**src/core/ghs_pkg.sv**
```systemverilog
// Shared constants for the host serial ports block
package ghs_pkg;
	localparam int unsigned CLK_HZ = 100_000_000;
	localparam int unsigned BAUD_MIN = 9600;
	localparam int unsigned BAUD_MAX = 921600;
	localparam int unsigned BAUD_RESET = 9600;
	localparam int DIV_W = 14;
	// Divisors round to nearest so the bit period error stays well inside one percent
	localparam logic [DIV_W-1:0] DIV_MIN = DIV_W'((CLK_HZ + BAUD_MAX / 2) / BAUD_MAX);
	localparam logic [DIV_W-1:0] DIV_MAX = DIV_W'((CLK_HZ + BAUD_MIN / 2) / BAUD_MIN);
	localparam logic [DIV_W-1:0] DIV_RESET = DIV_W'((CLK_HZ + BAUD_RESET / 2) / BAUD_RESET);
	localparam int DATA_BITS = 8;
	localparam logic [3:0] FRAME_BITS = 4'hA;
	localparam logic [6:0] I2C_ADDR_RESET = 7'h42;
	localparam int unsigned TSU_NS = 100;
	localparam int unsigned TSU_CYC = (TSU_NS * (CLK_HZ / 1_000_000) + 999) / 1000;
	localparam int unsigned STRETCH_MS = 20;
	localparam int unsigned STRETCH_CYC = STRETCH_MS * (CLK_HZ / 1000);
	localparam int unsigned GSV_S = 5;
	localparam int unsigned GSV_CYC = GSV_S * CLK_HZ;
	localparam int FIFO_DEPTH = 16;
	localparam logic [7:0] RD_FILL = 8'hFF;
endpackage

```
**src/core/ghs_top.sv**
```systemverilog
// Host serial ports: UART with transmit FIFO and a two-wire target port
// What this block does
// - The UART takes any software-set divisor between the 9600 and 921600 baud points.
// - The UART has no RTS or CTS pins and neither side may pause it by hardware.
// - Transmit bits last a whole divisor of clocks so the rate stays within one percent.
// - The receiver resyncs on each start edge and samples mid-bit to tolerate 2.5 percent.
// - The two-wire port only follows Fast-mode bus timing.
// - The two-wire port is a target only and the controller keeps SCL at or below 320 kHz.
// - The port may hold SCL low to stall but releases it within 20 ms.
// - After reset the UART runs 9600 baud with 8 data bits, no parity and one stop bit.
// - After reset the two-wire port answers to 7-bit address 0x42.
// - The satellites-in-view sentence slot is offered once every five seconds.
// - After stretching, SDA is set at least one setup time before SCL is released.

module ghs_fifo #(
	parameter int W = 8,
	parameter int D = 16
) (
	input wire logic clk_i, // Clock
	input wire logic rst_i, // Async reset, high
	input wire logic [W-1:0] in_data_i, // Fill data
	input wire logic in_valid_i, // Fill request
	output logic in_ready_o, // Room available
	output logic [W-1:0] out_data_o, // Head word
	output logic out_valid_o, // Not empty
	input wire logic out_ready_i // Drain request
);
	localparam int AW = $clog2(D);
	if (D < 2 || (D & (D - 1)) != 0 || W < 1) begin : g_chk
		$error("ghs_fifo: depth must be a power of two of at least 2");
	end
	typedef struct packed {
		logic [D-1:0][W-1:0] mem;
		logic [AW:0] cnt;
		logic [AW-1:0] wp;
		logic [AW-1:0] rp;
	} ghs_fifo_st_t;
	ghs_fifo_st_t st_reg, st_next;
	logic push, pop;

	assign in_ready_o = st_reg.cnt != (AW + 1)'(D);
	assign out_valid_o = st_reg.cnt != '0;
	assign out_data_o = st_reg.mem[st_reg.rp];
	assign push = in_valid_i && in_ready_o;
	assign pop = out_valid_o && out_ready_i;

	always_comb begin
		st_next = st_reg;
		if (push) begin
			st_next.mem[st_reg.wp] = in_data_i;
			st_next.wp = st_reg.wp + 1'b1;
		end
		if (pop) begin
			st_next.rp = st_reg.rp + 1'b1;
		end
		st_next.cnt = st_reg.cnt + (AW + 1)'(push) - (AW + 1)'(pop);
	end

	always_ff @(posedge clk_i or posedge rst_i) begin
		if (rst_i) begin
			st_reg <= '0;
		end else begin
			st_reg <= st_next;
		end
	end
endmodule

module ghs_top #(
	parameter int unsigned STRETCH_CYC = ghs_pkg::STRETCH_CYC,
	parameter int unsigned GSV_CYC = ghs_pkg::GSV_CYC,
	parameter int FIFO_DEPTH = ghs_pkg::FIFO_DEPTH
) (
	input wire logic MCLK_I, // 100 MHz clock
	input wire logic RESET_I, // Async reset, high
	input wire logic BAUD_SET_I, // Load new divisor
	input wire logic [ghs_pkg::DIV_W-1:0] BAUD_DIV_I, // Clocks per bit
	output logic [ghs_pkg::DIV_W-1:0] BAUD_DIV_O, // Divisor in use
	input wire logic [7:0] TX_DATA_I, // Byte to send
	input wire logic TX_VALID_I, // Byte offered
	output logic TX_READY_O, // FIFO has room
	output logic TXD_O, // UART line out
	input wire logic RXD_I, // UART line in
	output logic [7:0] RX_DATA_O, // Received byte
	output logic RX_VALID_O, // Received byte pulse
	output logic RX_FERR_O, // Framing error pulse
	input wire logic I2C_ADDR_SET_I, // Load new target address
	input wire logic [6:0] I2C_ADDR_I, // New target address
	input wire logic SCL_I, // SCL level
	output logic SCL_O, // SCL drive value
	output logic SCL_OE_O, // SCL pulled low
	input wire logic SDA_I, // SDA level
	output logic SDA_O, // SDA drive value
	output logic SDA_OE_O, // SDA pulled low
	output logic [7:0] I2C_WR_DATA_O, // Byte written by controller
	output logic I2C_WR_VALID_O, // Written byte pulse
	input wire logic [7:0] I2C_RD_DATA_I, // Byte for controller read
	input wire logic I2C_RD_VALID_I, // Read byte available
	output logic I2C_RD_READY_O, // Read byte taken
	output logic I2C_STRETCH_TO_O, // Stretch timed out pulse
	output logic GSV_SLOT_O // Sentence slot pulse
);
	if (STRETCH_CYC <= ghs_pkg::TSU_CYC || GSV_CYC < 2 || FIFO_DEPTH < 2) begin : g_chk
		$error("ghs_top: parameter out of range");
	end
	localparam int SW = $clog2(STRETCH_CYC + 1);
	localparam int GW = $clog2(GSV_CYC);
	localparam logic [SW-1:0] TSU_C = SW'(ghs_pkg::TSU_CYC);
	localparam logic [SW-1:0] STR_C = SW'(STRETCH_CYC);

	typedef enum logic [3:0] {
		U_IDLE = 4'h1, U_START = 4'h2, U_DATA = 4'h4, U_STOP = 4'h8
	} ghs_rx_t;
	typedef enum logic [1:0] {T_IDLE = 2'h1, T_SHIFT = 2'h2} ghs_tx_t;
	typedef enum logic [7:0] {
		I_IDLE = 8'h01, I_ADDR = 8'h02, I_AACK = 8'h04, I_WDATA = 8'h08,
		I_WACK = 8'h10, I_RWAIT = 8'h20, I_RDATA = 8'h40, I_RACK = 8'h80
	} ghs_i2c_t;

	typedef struct packed {
		logic [ghs_pkg::DIV_W-1:0] div;
		ghs_tx_t tx;
		logic [ghs_pkg::DIV_W-1:0] tcnt;
		logic [3:0] tbits;
		logic [9:0] tsh;
		ghs_rx_t rx;
		logic [ghs_pkg::DIV_W-1:0] rcnt;
		logic [2:0] rbits;
		logic [7:0] rsh;
		logic [7:0] rx_data;
		logic rx_valid;
		logic rx_ferr;
		ghs_i2c_t i2c;
		logic [6:0] addr;
		logic scl_prev;
		logic sda_prev;
		logic [3:0] ibits;
		logic [7:0] ish;
		logic rw;
		logic acked;
		logic loaded;
		logic [SW-1:0] tmr;
		logic scl_oe;
		logic sda_oe;
		logic [7:0] wr_data;
		logic wr_valid;
		logic str_to;
		logic [GW-1:0] gcnt;
		logic gsv;
	} ghs_st_t;
	ghs_st_t st_reg, st_next;

	logic [7:0] f_data;
	logic f_valid, f_ready;
	logic scl_rise, scl_fall, i2c_start, i2c_stop;

	// No flow control pins: the FIFO ready is the only stall, and it faces the user side
	ghs_fifo #(.W(8), .D(FIFO_DEPTH)) u_txq (
		.clk_i(MCLK_I),
		.rst_i(RESET_I),
		.in_data_i(TX_DATA_I),
		.in_valid_i(TX_VALID_I),
		.in_ready_o(TX_READY_O),
		.out_data_o(f_data),
		.out_valid_o(f_valid),
		.out_ready_i(f_ready)
	);

	assign f_ready = st_reg.tx == T_IDLE;
	assign scl_rise = SCL_I && !st_reg.scl_prev;
	assign scl_fall = !SCL_I && st_reg.scl_prev;
	// Edges sampled at 100 MHz resolve Fast-mode timing; no controller logic exists
	assign i2c_start = SCL_I && st_reg.scl_prev && st_reg.sda_prev && !SDA_I;
	assign i2c_stop = SCL_I && st_reg.scl_prev && !st_reg.sda_prev && SDA_I;
	assign I2C_RD_READY_O = st_reg.i2c == I_RWAIT && !st_reg.loaded && I2C_RD_VALID_I;

	always_comb begin
		st_next = st_reg;
		st_next.rx_valid = 1'b0;
		st_next.rx_ferr = 1'b0;
		st_next.wr_valid = 1'b0;
		st_next.str_to = 1'b0;
		st_next.gsv = 1'b0;
		st_next.scl_prev = SCL_I;
		st_next.sda_prev = SDA_I;

		if (BAUD_SET_I && BAUD_DIV_I >= ghs_pkg::DIV_MIN && BAUD_DIV_I <= ghs_pkg::DIV_MAX) begin
			st_next.div = BAUD_DIV_I;
		end
		if (I2C_ADDR_SET_I) begin
			st_next.addr = I2C_ADDR_I;
		end

		// Transmit: start, 8 data LSB first, stop; no parity
		case (st_reg.tx)
			T_IDLE: begin
				if (f_valid) begin
					st_next.tsh = {1'b1, f_data, 1'b0};
					st_next.tbits = '0;
					st_next.tcnt = st_reg.div - 1'b1;
					st_next.tx = T_SHIFT;
				end
			end
			T_SHIFT: begin
				if (st_reg.tcnt == '0) begin
					st_next.tcnt = st_reg.div - 1'b1;
					st_next.tsh = {1'b1, st_reg.tsh[9:1]};
					st_next.tbits = st_reg.tbits + 1'b1;
					if (st_reg.tbits == ghs_pkg::FRAME_BITS - 1'b1) begin
						st_next.tx = T_IDLE;
					end
				end else begin
					st_next.tcnt = st_reg.tcnt - 1'b1;
				end
			end
			default: st_next.tx = T_IDLE;
		endcase

		// Receive: half-bit to the start centre, then whole bits
		case (st_reg.rx)
			U_IDLE: begin
				if (!RXD_I) begin
					st_next.rcnt = st_reg.div >> 1;
					st_next.rx = U_START;
				end
			end
			U_START: begin
				if (st_reg.rcnt == '0) begin
					st_next.rcnt = st_reg.div - 1'b1;
					st_next.rbits = '0;
					st_next.rx = RXD_I ? U_IDLE : U_DATA;
				end else begin
					st_next.rcnt = st_reg.rcnt - 1'b1;
				end
			end
			U_DATA: begin
				if (st_reg.rcnt == '0) begin
					st_next.rcnt = st_reg.div - 1'b1;
					st_next.rsh = {RXD_I, st_reg.rsh[7:1]};
					st_next.rbits = st_reg.rbits + 1'b1;
					if (st_reg.rbits == 3'(ghs_pkg::DATA_BITS - 1)) begin
						st_next.rx = U_STOP;
					end
				end else begin
					st_next.rcnt = st_reg.rcnt - 1'b1;
				end
			end
			U_STOP: begin
				if (st_reg.rcnt == '0) begin
					st_next.rx = U_IDLE;
					if (RXD_I) begin
						st_next.rx_data = st_reg.rsh;
						st_next.rx_valid = 1'b1;
					end else begin
						st_next.rx_ferr = 1'b1;
					end
				end else begin
					st_next.rcnt = st_reg.rcnt - 1'b1;
				end
			end
			default: st_next.rx = U_IDLE;
		endcase

		// Two-wire target; SDA only changes while SCL is low
		case (st_reg.i2c)
			I_IDLE: begin
				st_next.sda_oe = 1'b0;
				st_next.scl_oe = 1'b0;
			end
			I_ADDR, I_WDATA: begin
				if (scl_rise) begin
					st_next.ish = {st_reg.ish[6:0], SDA_I};
					st_next.ibits = st_reg.ibits + 1'b1;
				end else if (scl_fall && st_reg.ibits == 4'h8) begin
					if (st_reg.i2c == I_WDATA) begin
						st_next.wr_data = st_reg.ish;
						st_next.wr_valid = 1'b1;
						st_next.sda_oe = 1'b1;
						st_next.i2c = I_WACK;
					end else if (st_reg.ish[7:1] == st_reg.addr) begin
						st_next.rw = st_reg.ish[0];
						st_next.sda_oe = 1'b1;
						st_next.i2c = I_AACK;
					end else begin
						st_next.i2c = I_IDLE;
					end
				end
			end
			I_WACK: begin
				if (scl_fall) begin
					st_next.sda_oe = 1'b0;
					st_next.ibits = '0;
					st_next.i2c = I_WDATA;
				end
			end
			I_AACK, I_RACK: begin
				if (scl_rise) begin
					st_next.acked = !SDA_I;
				end
				if (scl_fall) begin
					st_next.sda_oe = 1'b0;
					st_next.ibits = '0;
					if (st_reg.i2c == I_AACK ? st_reg.rw : st_reg.acked) begin
						st_next.scl_oe = 1'b1;
						st_next.loaded = 1'b0;
						st_next.tmr = '0;
						st_next.i2c = I_RWAIT;
					end else begin
						st_next.i2c = st_reg.i2c == I_AACK ? I_WDATA : I_IDLE;
					end
				end
			end
			I_RWAIT: begin
				st_next.tmr = st_reg.tmr + 1'b1;
				if (!st_reg.loaded) begin
					// Fill early enough that the whole hold, setup included, stays in bound
					if (I2C_RD_VALID_I || st_reg.tmr == STR_C - TSU_C - 1'b1) begin
						st_next.ish = I2C_RD_VALID_I ? I2C_RD_DATA_I : ghs_pkg::RD_FILL;
						st_next.sda_oe = I2C_RD_VALID_I ? !I2C_RD_DATA_I[7] : 1'b0;
						st_next.str_to = !I2C_RD_VALID_I;
						st_next.loaded = 1'b1;
						st_next.tmr = '0;
					end
				end else if (st_reg.tmr == TSU_C - 1'b1) begin
					st_next.scl_oe = 1'b0;
					st_next.i2c = I_RDATA;
				end
			end
			I_RDATA: begin
				if (scl_rise) begin
					st_next.ibits = st_reg.ibits + 1'b1;
				end else if (scl_fall) begin
					if (st_reg.ibits == 4'h8) begin
						st_next.sda_oe = 1'b0;
						st_next.i2c = I_RACK;
					end else begin
						st_next.ish = {st_reg.ish[6:0], 1'b0};
						st_next.sda_oe = !st_reg.ish[6];
					end
				end
			end
			default: st_next.i2c = I_IDLE;
		endcase
		if (i2c_start) begin
			st_next.ibits = '0;
			st_next.sda_oe = 1'b0;
			st_next.i2c = I_ADDR;
		end else if (i2c_stop) begin
			st_next.sda_oe = 1'b0;
			st_next.i2c = I_IDLE;
		end

		// Sentence slot pulse every GSV_CYC clocks; it does not gate the transmit FIFO
		if (st_reg.gcnt == GW'(GSV_CYC - 1)) begin
			st_next.gcnt = '0;
			st_next.gsv = 1'b1;
		end else begin
			st_next.gcnt = st_reg.gcnt + 1'b1;
		end
	end

	always_ff @(posedge MCLK_I or posedge RESET_I) begin
		if (RESET_I) begin
			st_reg <= '0;
			st_reg.div <= ghs_pkg::DIV_RESET;
			st_reg.addr <= ghs_pkg::I2C_ADDR_RESET;
			st_reg.tx <= T_IDLE;
			st_reg.tsh <= 10'h3FF;
			st_reg.rx <= U_IDLE;
			st_reg.i2c <= I_IDLE;
			st_reg.scl_prev <= 1'b1;
			st_reg.sda_prev <= 1'b1;
		end else begin
			st_reg <= st_next;
		end
	end

	assign BAUD_DIV_O = st_reg.div;
	assign TXD_O = st_reg.tx == T_IDLE ? 1'b1 : st_reg.tsh[0];
	assign RX_DATA_O = st_reg.rx_data;
	assign RX_VALID_O = st_reg.rx_valid;
	assign RX_FERR_O = st_reg.rx_ferr;
	assign SCL_O = 1'b0;
	assign SCL_OE_O = st_reg.scl_oe;
	assign SDA_O = 1'b0;
	assign SDA_OE_O = st_reg.sda_oe;
	assign I2C_WR_DATA_O = st_reg.wr_data;
	assign I2C_WR_VALID_O = st_reg.wr_valid;
	assign I2C_STRETCH_TO_O = st_reg.str_to;
	assign GSV_SLOT_O = st_reg.gsv;
endmodule

```
**config.mk**
```make
export PLATFORM = sky130hd
export DESIGN_NAME = ghs_top
export DESIGN_NICKNAME = d
export VERILOG_FILES = /design/src/core/ghs_pkg.sv /design/src/core/ghs_top.sv
export SDC_FILE = /design/constraint.sdc
export NUM_CORES = 1
export LEC_CHECK = 0
export ABC_AREA = 1
export ABC_CLOCK_PERIOD_IN_PS = 8600
export BUFFER_PORTS_ARGS = -buffer_cell sky130_fd_sc_hd__buf_2
export CAP_MARGIN = 20
export CORE_MARGIN = 3
export CORE_UTILIZATION = 35
export DETAILED_ROUTE_END_ITERATION = 10
export GPL_TIMING_DRIVEN = 0
export SYNTH_ARGS = -nofsm -noshare
export SYNTH_HDL_FRONTEND = slang
export SYNTH_SLANG_ARGS = --single-unit
export TNS_END_PERCENT = 10
```
**constraint.sdc**
```tcl
create_clock -name MCLK_I -period 8.6 [get_ports MCLK_I]
set_input_delay 0.43 -clock MCLK_I [delete_from_list [all_inputs] [get_ports MCLK_I]]
set_output_delay 0.43 -clock MCLK_I [all_outputs]
set_load 0.02 [all_outputs]
```
==> impl_summary.log <==
INFO  metric synth_compound_gate_area_share = roughly 14%
INFO  metric synth.mux.area_fraction = 0.132%
INFO  metric final.hold.worst_slack = 0.0618 ns
INFO  metric post-cts-setup-buffers = 0
INFO  metric finalMaxSlewViolations = 0
INFO  metric max_slew_margin = just under 50%
INFO  metric cts_root_buffer = sky130_fd_sc_hd__clkbuf_16
INFO  metric synth_simple_gate_area_share = 25.0%
INFO  metric worstSkewPairLatency = 0.56 ns
INFO  metric post_synth_fa_ha_maj_area_fraction = 1.95%
INFO  metric drtAntennaViolNets = 0
INFO  metric holdBufCountCts = 3
INFO  metric syn-mean-instance-area = between 7 and 8 um2
INFO  metric combinational_group_share_of_total_power = 28.6%
INFO  metric fmax = roughly 0.38 GHz
INFO  metric placementRows = 80
INFO  metric rsz0062_at_grt = no
INFO  metric detail_route.vias_per_cell = roughly 5.1
INFO  metric setup_viol_count_final = 0
INFO  metric clock_tree.htree_level_count = 2
INFO  metric wl_per_cell = 16.4 um
INFO  metric netSwitchingPower = between 1.5 and 2 mW
INFO  metric die_width = 227 um
INFO  metric required = 9.07 ns
INFO  metric drive_above_1_share = 14.0%
INFO  metric fillerInstances = 4832
INFO  metric design_power_total = 5.52 mW
INFO  metric worst_setup_hold_path_clk_slew = 0.05 ns
INFO  metric report.final.hold_viol_count = 0
INFO  metric tritoncts.num_buffers = 38
INFO  metric detailedRoute.firstPassIterationCount = 5
INFO  metric largest_register_ffs = 141
INFO  metric peakVddDrop = 0.209 mV
INFO  metric parity_gate_share_of_the_synthesized_area_counting_xor_and_xnor_cells = about 3.6%
INFO  metric final_routed_wirelength = 48000 um
INFO  metric finalCriticalPeriod = 2.60 ns
INFO  metric die_area = 51400 um2
INFO  metric track_usage = 18.9%
INFO  metric port_buffers = 85
INFO  metric synth.area.top_cells = sky130_fd_sc_hd__dfrtp_1 43%, sky130_fd_sc_hd__nand2_1 11%, sky130_fd_sc_hd__o21ai_0 7.5%
INFO  metric dpl.hpwl = 35200 um
INFO  metric layout_worst_path_cycle_share = 30.2%
INFO  metric setup_slack = 6.00 ns
INFO  metric die_height = between 200 and 250 um
INFO  metric wire_length_of_the_first_global_routing_pass = 78200 um
INFO  metric post-route-drc-count = 0
INFO  metric cell_internal_pwr = approximately 3.6 mW
INFO  metric grt_pass1_vias = 14800
INFO  metric synth_async_sr_flop_share = 100%
INFO  metric postSynthCellCount = between 2000 and 2500
INFO  metric cts.repair.resized = 0
INFO  metric mostFrequentLayoutCells = 505 x sky130_fd_sc_hd__nand2_1, 296 x sky130_fd_sc_hd__dfrtp_1, 254 x sky130_fd_sc_hd__o21ai_0, 221 x sky130_fd_sc_hd__nor2_1, 189 x sky130_fd_sc_hd__inv_1
INFO  metric detail_route.iter0.violations = between 1000 and 1500
INFO  metric clock_sinks = 318
INFO  metric synth_edf_count = 0
INFO  metric final_common_cell = sky130_fd_sc_hd__nand2_1
INFO  metric synth_top_family_by_area = simple AND/OR/NAND/NOR gates
INFO  metric synth-main-ff-cell = sky130_fd_sc_hd__dfrtp_1
INFO  metric pin_count_of_the_biggest_net_entering_global_routing = 43
INFO  metric clkPwrFrac = 31.2%
INFO  metric holdCritPathClass = in2reg
INFO  metric core_area = 47900 um2
INFO  metric seq_power_share = 40.2%
INFO  metric critical_path_arrival = 3.07 ns
INFO  metric initial_utilization = 35.6%
INFO  metric synth.largest_area_cell = sky130_fd_sc_hd__dfrtp_1
INFO  metric tns = 0 ns
INFO  metric final_nets = 2359
INFO  metric timing_worst_setup_path_type = reg2reg
INFO  metric status = completed
INFO  metric setup.worst_path.end_class = flop
INFO  metric floorplan.io_pins = 88
INFO  metric timing_worst_slew_pin_value = 0.761 ns
INFO  metric pwr_density_cell = 279 nW/um2
INFO  metric switching_share_of_power = a little over a third
INFO  metric synth.lib_cells_used.distinct = 51
INFO  metric synthToLayoutAreaGrowth = 16.1%
INFO  metric yosys_register_bits = 318
INFO  metric leakagePower = 9.46 nW
INFO  metric synth_seq_area_share = between 40% and 50%
INFO  metric max_cap_violations = 0
INFO  metric gpl.final_weighted_congestion = 0.935
INFO  metric global_route.overflow_total = 0
INFO  metric worst-path-max-fanout = 8
INFO  metric syn_area = ~17000 um2
INFO  metric route.vias.total = 15000
INFO  metric cts_tree = built
INFO  metric cp-start-kind = flop
INFO  metric antenna-diode-count = 0
INFO  metric synth-warning-count = 0
INFO  metric finClkSkew = 0.0202 ns
INFO  metric post-synth-top-area-fraction = 43.4%
INFO  metric ctsLongestPathBuffers = 3
INFO  metric grt_antenna_before_repair = 0
INFO  metric place_ws = 5.96 ns
==> power by group through the flow <==
stage          registers (mW)  logic, mW  clock network [mW]
2_1_floorplan            2.15       1.21                   0
3_3_place_gp             2.22       1.52                   0
3_5_place_dp             2.23       1.57                   0
4_1_cts                  2.21       1.58                1.76
5_1_grt                  2.27       1.82                1.83
6_report                 2.22       1.58                1.72
==> cell type report <==
type | count | area, um2 | area share (%)
Multi-Input combinational cell | 1515 | 7670 | 38.8
Inverter | 210 | 793 | 4.01
Sequential cell | 318 | 7990 | 40.4
Clock buffer | 63 | 1240 | 6.26
Buffer | 108 | 602 | 3.04
Tap cell | 615 | 769 | 3.89
Clock inverter | 6 | 105 | 0.531
Timing Repair Buffer | 96 | 616 | 3.11
==> critical path: stages, from the launching register on <==
cell and delay, ns:
sky130_fd_sc_hd__dfrtp_1 0.38, sky130_fd_sc_hd__inv_1 0.08, sky130_fd_sc_hd__ha_1 0.17, sky130_fd_sc_hd__nand4_1 0.13
sky130_fd_sc_hd__nand2_1 0.20, sky130_fd_sc_hd__inv_2 0.14, sky130_fd_sc_hd__ha_1 0.30, sky130_fd_sc_hd__inv_1 0.04
sky130_fd_sc_hd__ha_1 0.20, sky130_fd_sc_hd__fa_1 0.42, sky130_fd_sc_hd__a21oi_1 0.17, sky130_fd_sc_hd__nor2_1 0.06
sky130_fd_sc_hd__nor2_1 0.11, sky130_fd_sc_hd__xor2_1 0.14
==> path summary, 6_finish.rpt <==
| path | start | cells after the start | end | slack, ns |
|---|---|---|---|---|
| max reg2reg | u_txq.st_reg[10]$_DFF_PP0_ | 13 | u_txq.st_reg[12]$_DFF_PP0_ | 6.00 |
| min | RXD_I | 2 | RX_FERR_O$_DFF_PP0_ | 0.06 |
| max in group asynchronous | RESET_I | 6 | st_reg[86]$_DFFE_PP1P_ | 6.80 |
| max | u_txq.st_reg[10]$_DFF_PP0_ | 13 | u_txq.st_reg[12]$_DFF_PP0_ | 6.00 |
| min in group asynchronous | RESET_I | 3 | st_reg[116]$_DFFE_PP0P_ | 0.53 |
| min reg2reg | st_reg[1]$_DFF_PP0_ | 1 | st_reg[1]$_DFF_PP0_ | 0.46 |
==> cells by family (layout without fill, tap and decap cells) <==
logic type	Yosys count	after routing
other	1	2
DFF	318	318
AOI/OAI and AO/OA	440	440
xor gates and xnor gates	71	71
buffers and inverters	318	483
and+or+nand+nor	974	974
adders and majority gates	26	26
muxes	2	2
==> synthesized netlist by cell type (6+ instances only) <==
master and n:
sky130_fd_sc_hd__nand2_1 505, sky130_fd_sc_hd__dfrtp_1 296, sky130_fd_sc_hd__o21ai_0 254, sky130_fd_sc_hd__nor2_1 221, sky130_fd_sc_hd__inv_1 190, sky130_fd_sc_hd__nand3_1 109, sky130_fd_sc_hd__xor2_1 60, sky130_fd_sc_hd__a21oi_1 52
sky130_fd_sc_hd__o211ai_1 50, sky130_fd_sc_hd__o21ai_1 47, sky130_fd_sc_hd__clkbuf_1 40, sky130_fd_sc_hd__buf_4 35, sky130_fd_sc_hd__nand4_1 35, sky130_fd_sc_hd__nor3_1 33, sky130_fd_sc_hd__buf_2 28, sky130_fd_sc_hd__ha_1 25
sky130_fd_sc_hd__dfstp_2 22, sky130_fd_sc_hd__inv_2 18, sky130_fd_sc_hd__nand3_2 14, sky130_fd_sc_hd__nor2_2 11, sky130_fd_sc_hd__nor4_1 11, sky130_fd_sc_hd__o22ai_1 11, sky130_fd_sc_hd__xnor2_1 11, sky130_fd_sc_hd__nand2_2 10
sky130_fd_sc_hd__nor2_4 7, sky130_fd_sc_hd__o21ai_2 7, sky130_fd_sc_hd__o21a_1 6
==> stage by stage <==
stage / instance area (um2) / instances / util, %
after global placement: 18300 / 2851 / 38.1
after floorplan: 17100 / 2151 / -
after global routing: 19800 / 2931 / 41.3
final: 19800 / 2931 / 41.3
after CTS: 19800 / 2931 / 41.3
after detailed placement: 18400 / 2859 / 38.4
==> layer usage <==
| metal | part of all wire [%] | up-vias | global-route usage, % |
|---|---|---|---|
| met5 | 0 | - | 0 |
| met4 | 2.7 | 0 | 5.89 |
| met3 | 5.0 | 93 | 3.60 |
| met2 | 46 | 344 | 30.4 |
| met1 | 46 | 7218 | 25.9 |
| li1 | - | 7315 | - |
Power figures use the tool's default switching activity.
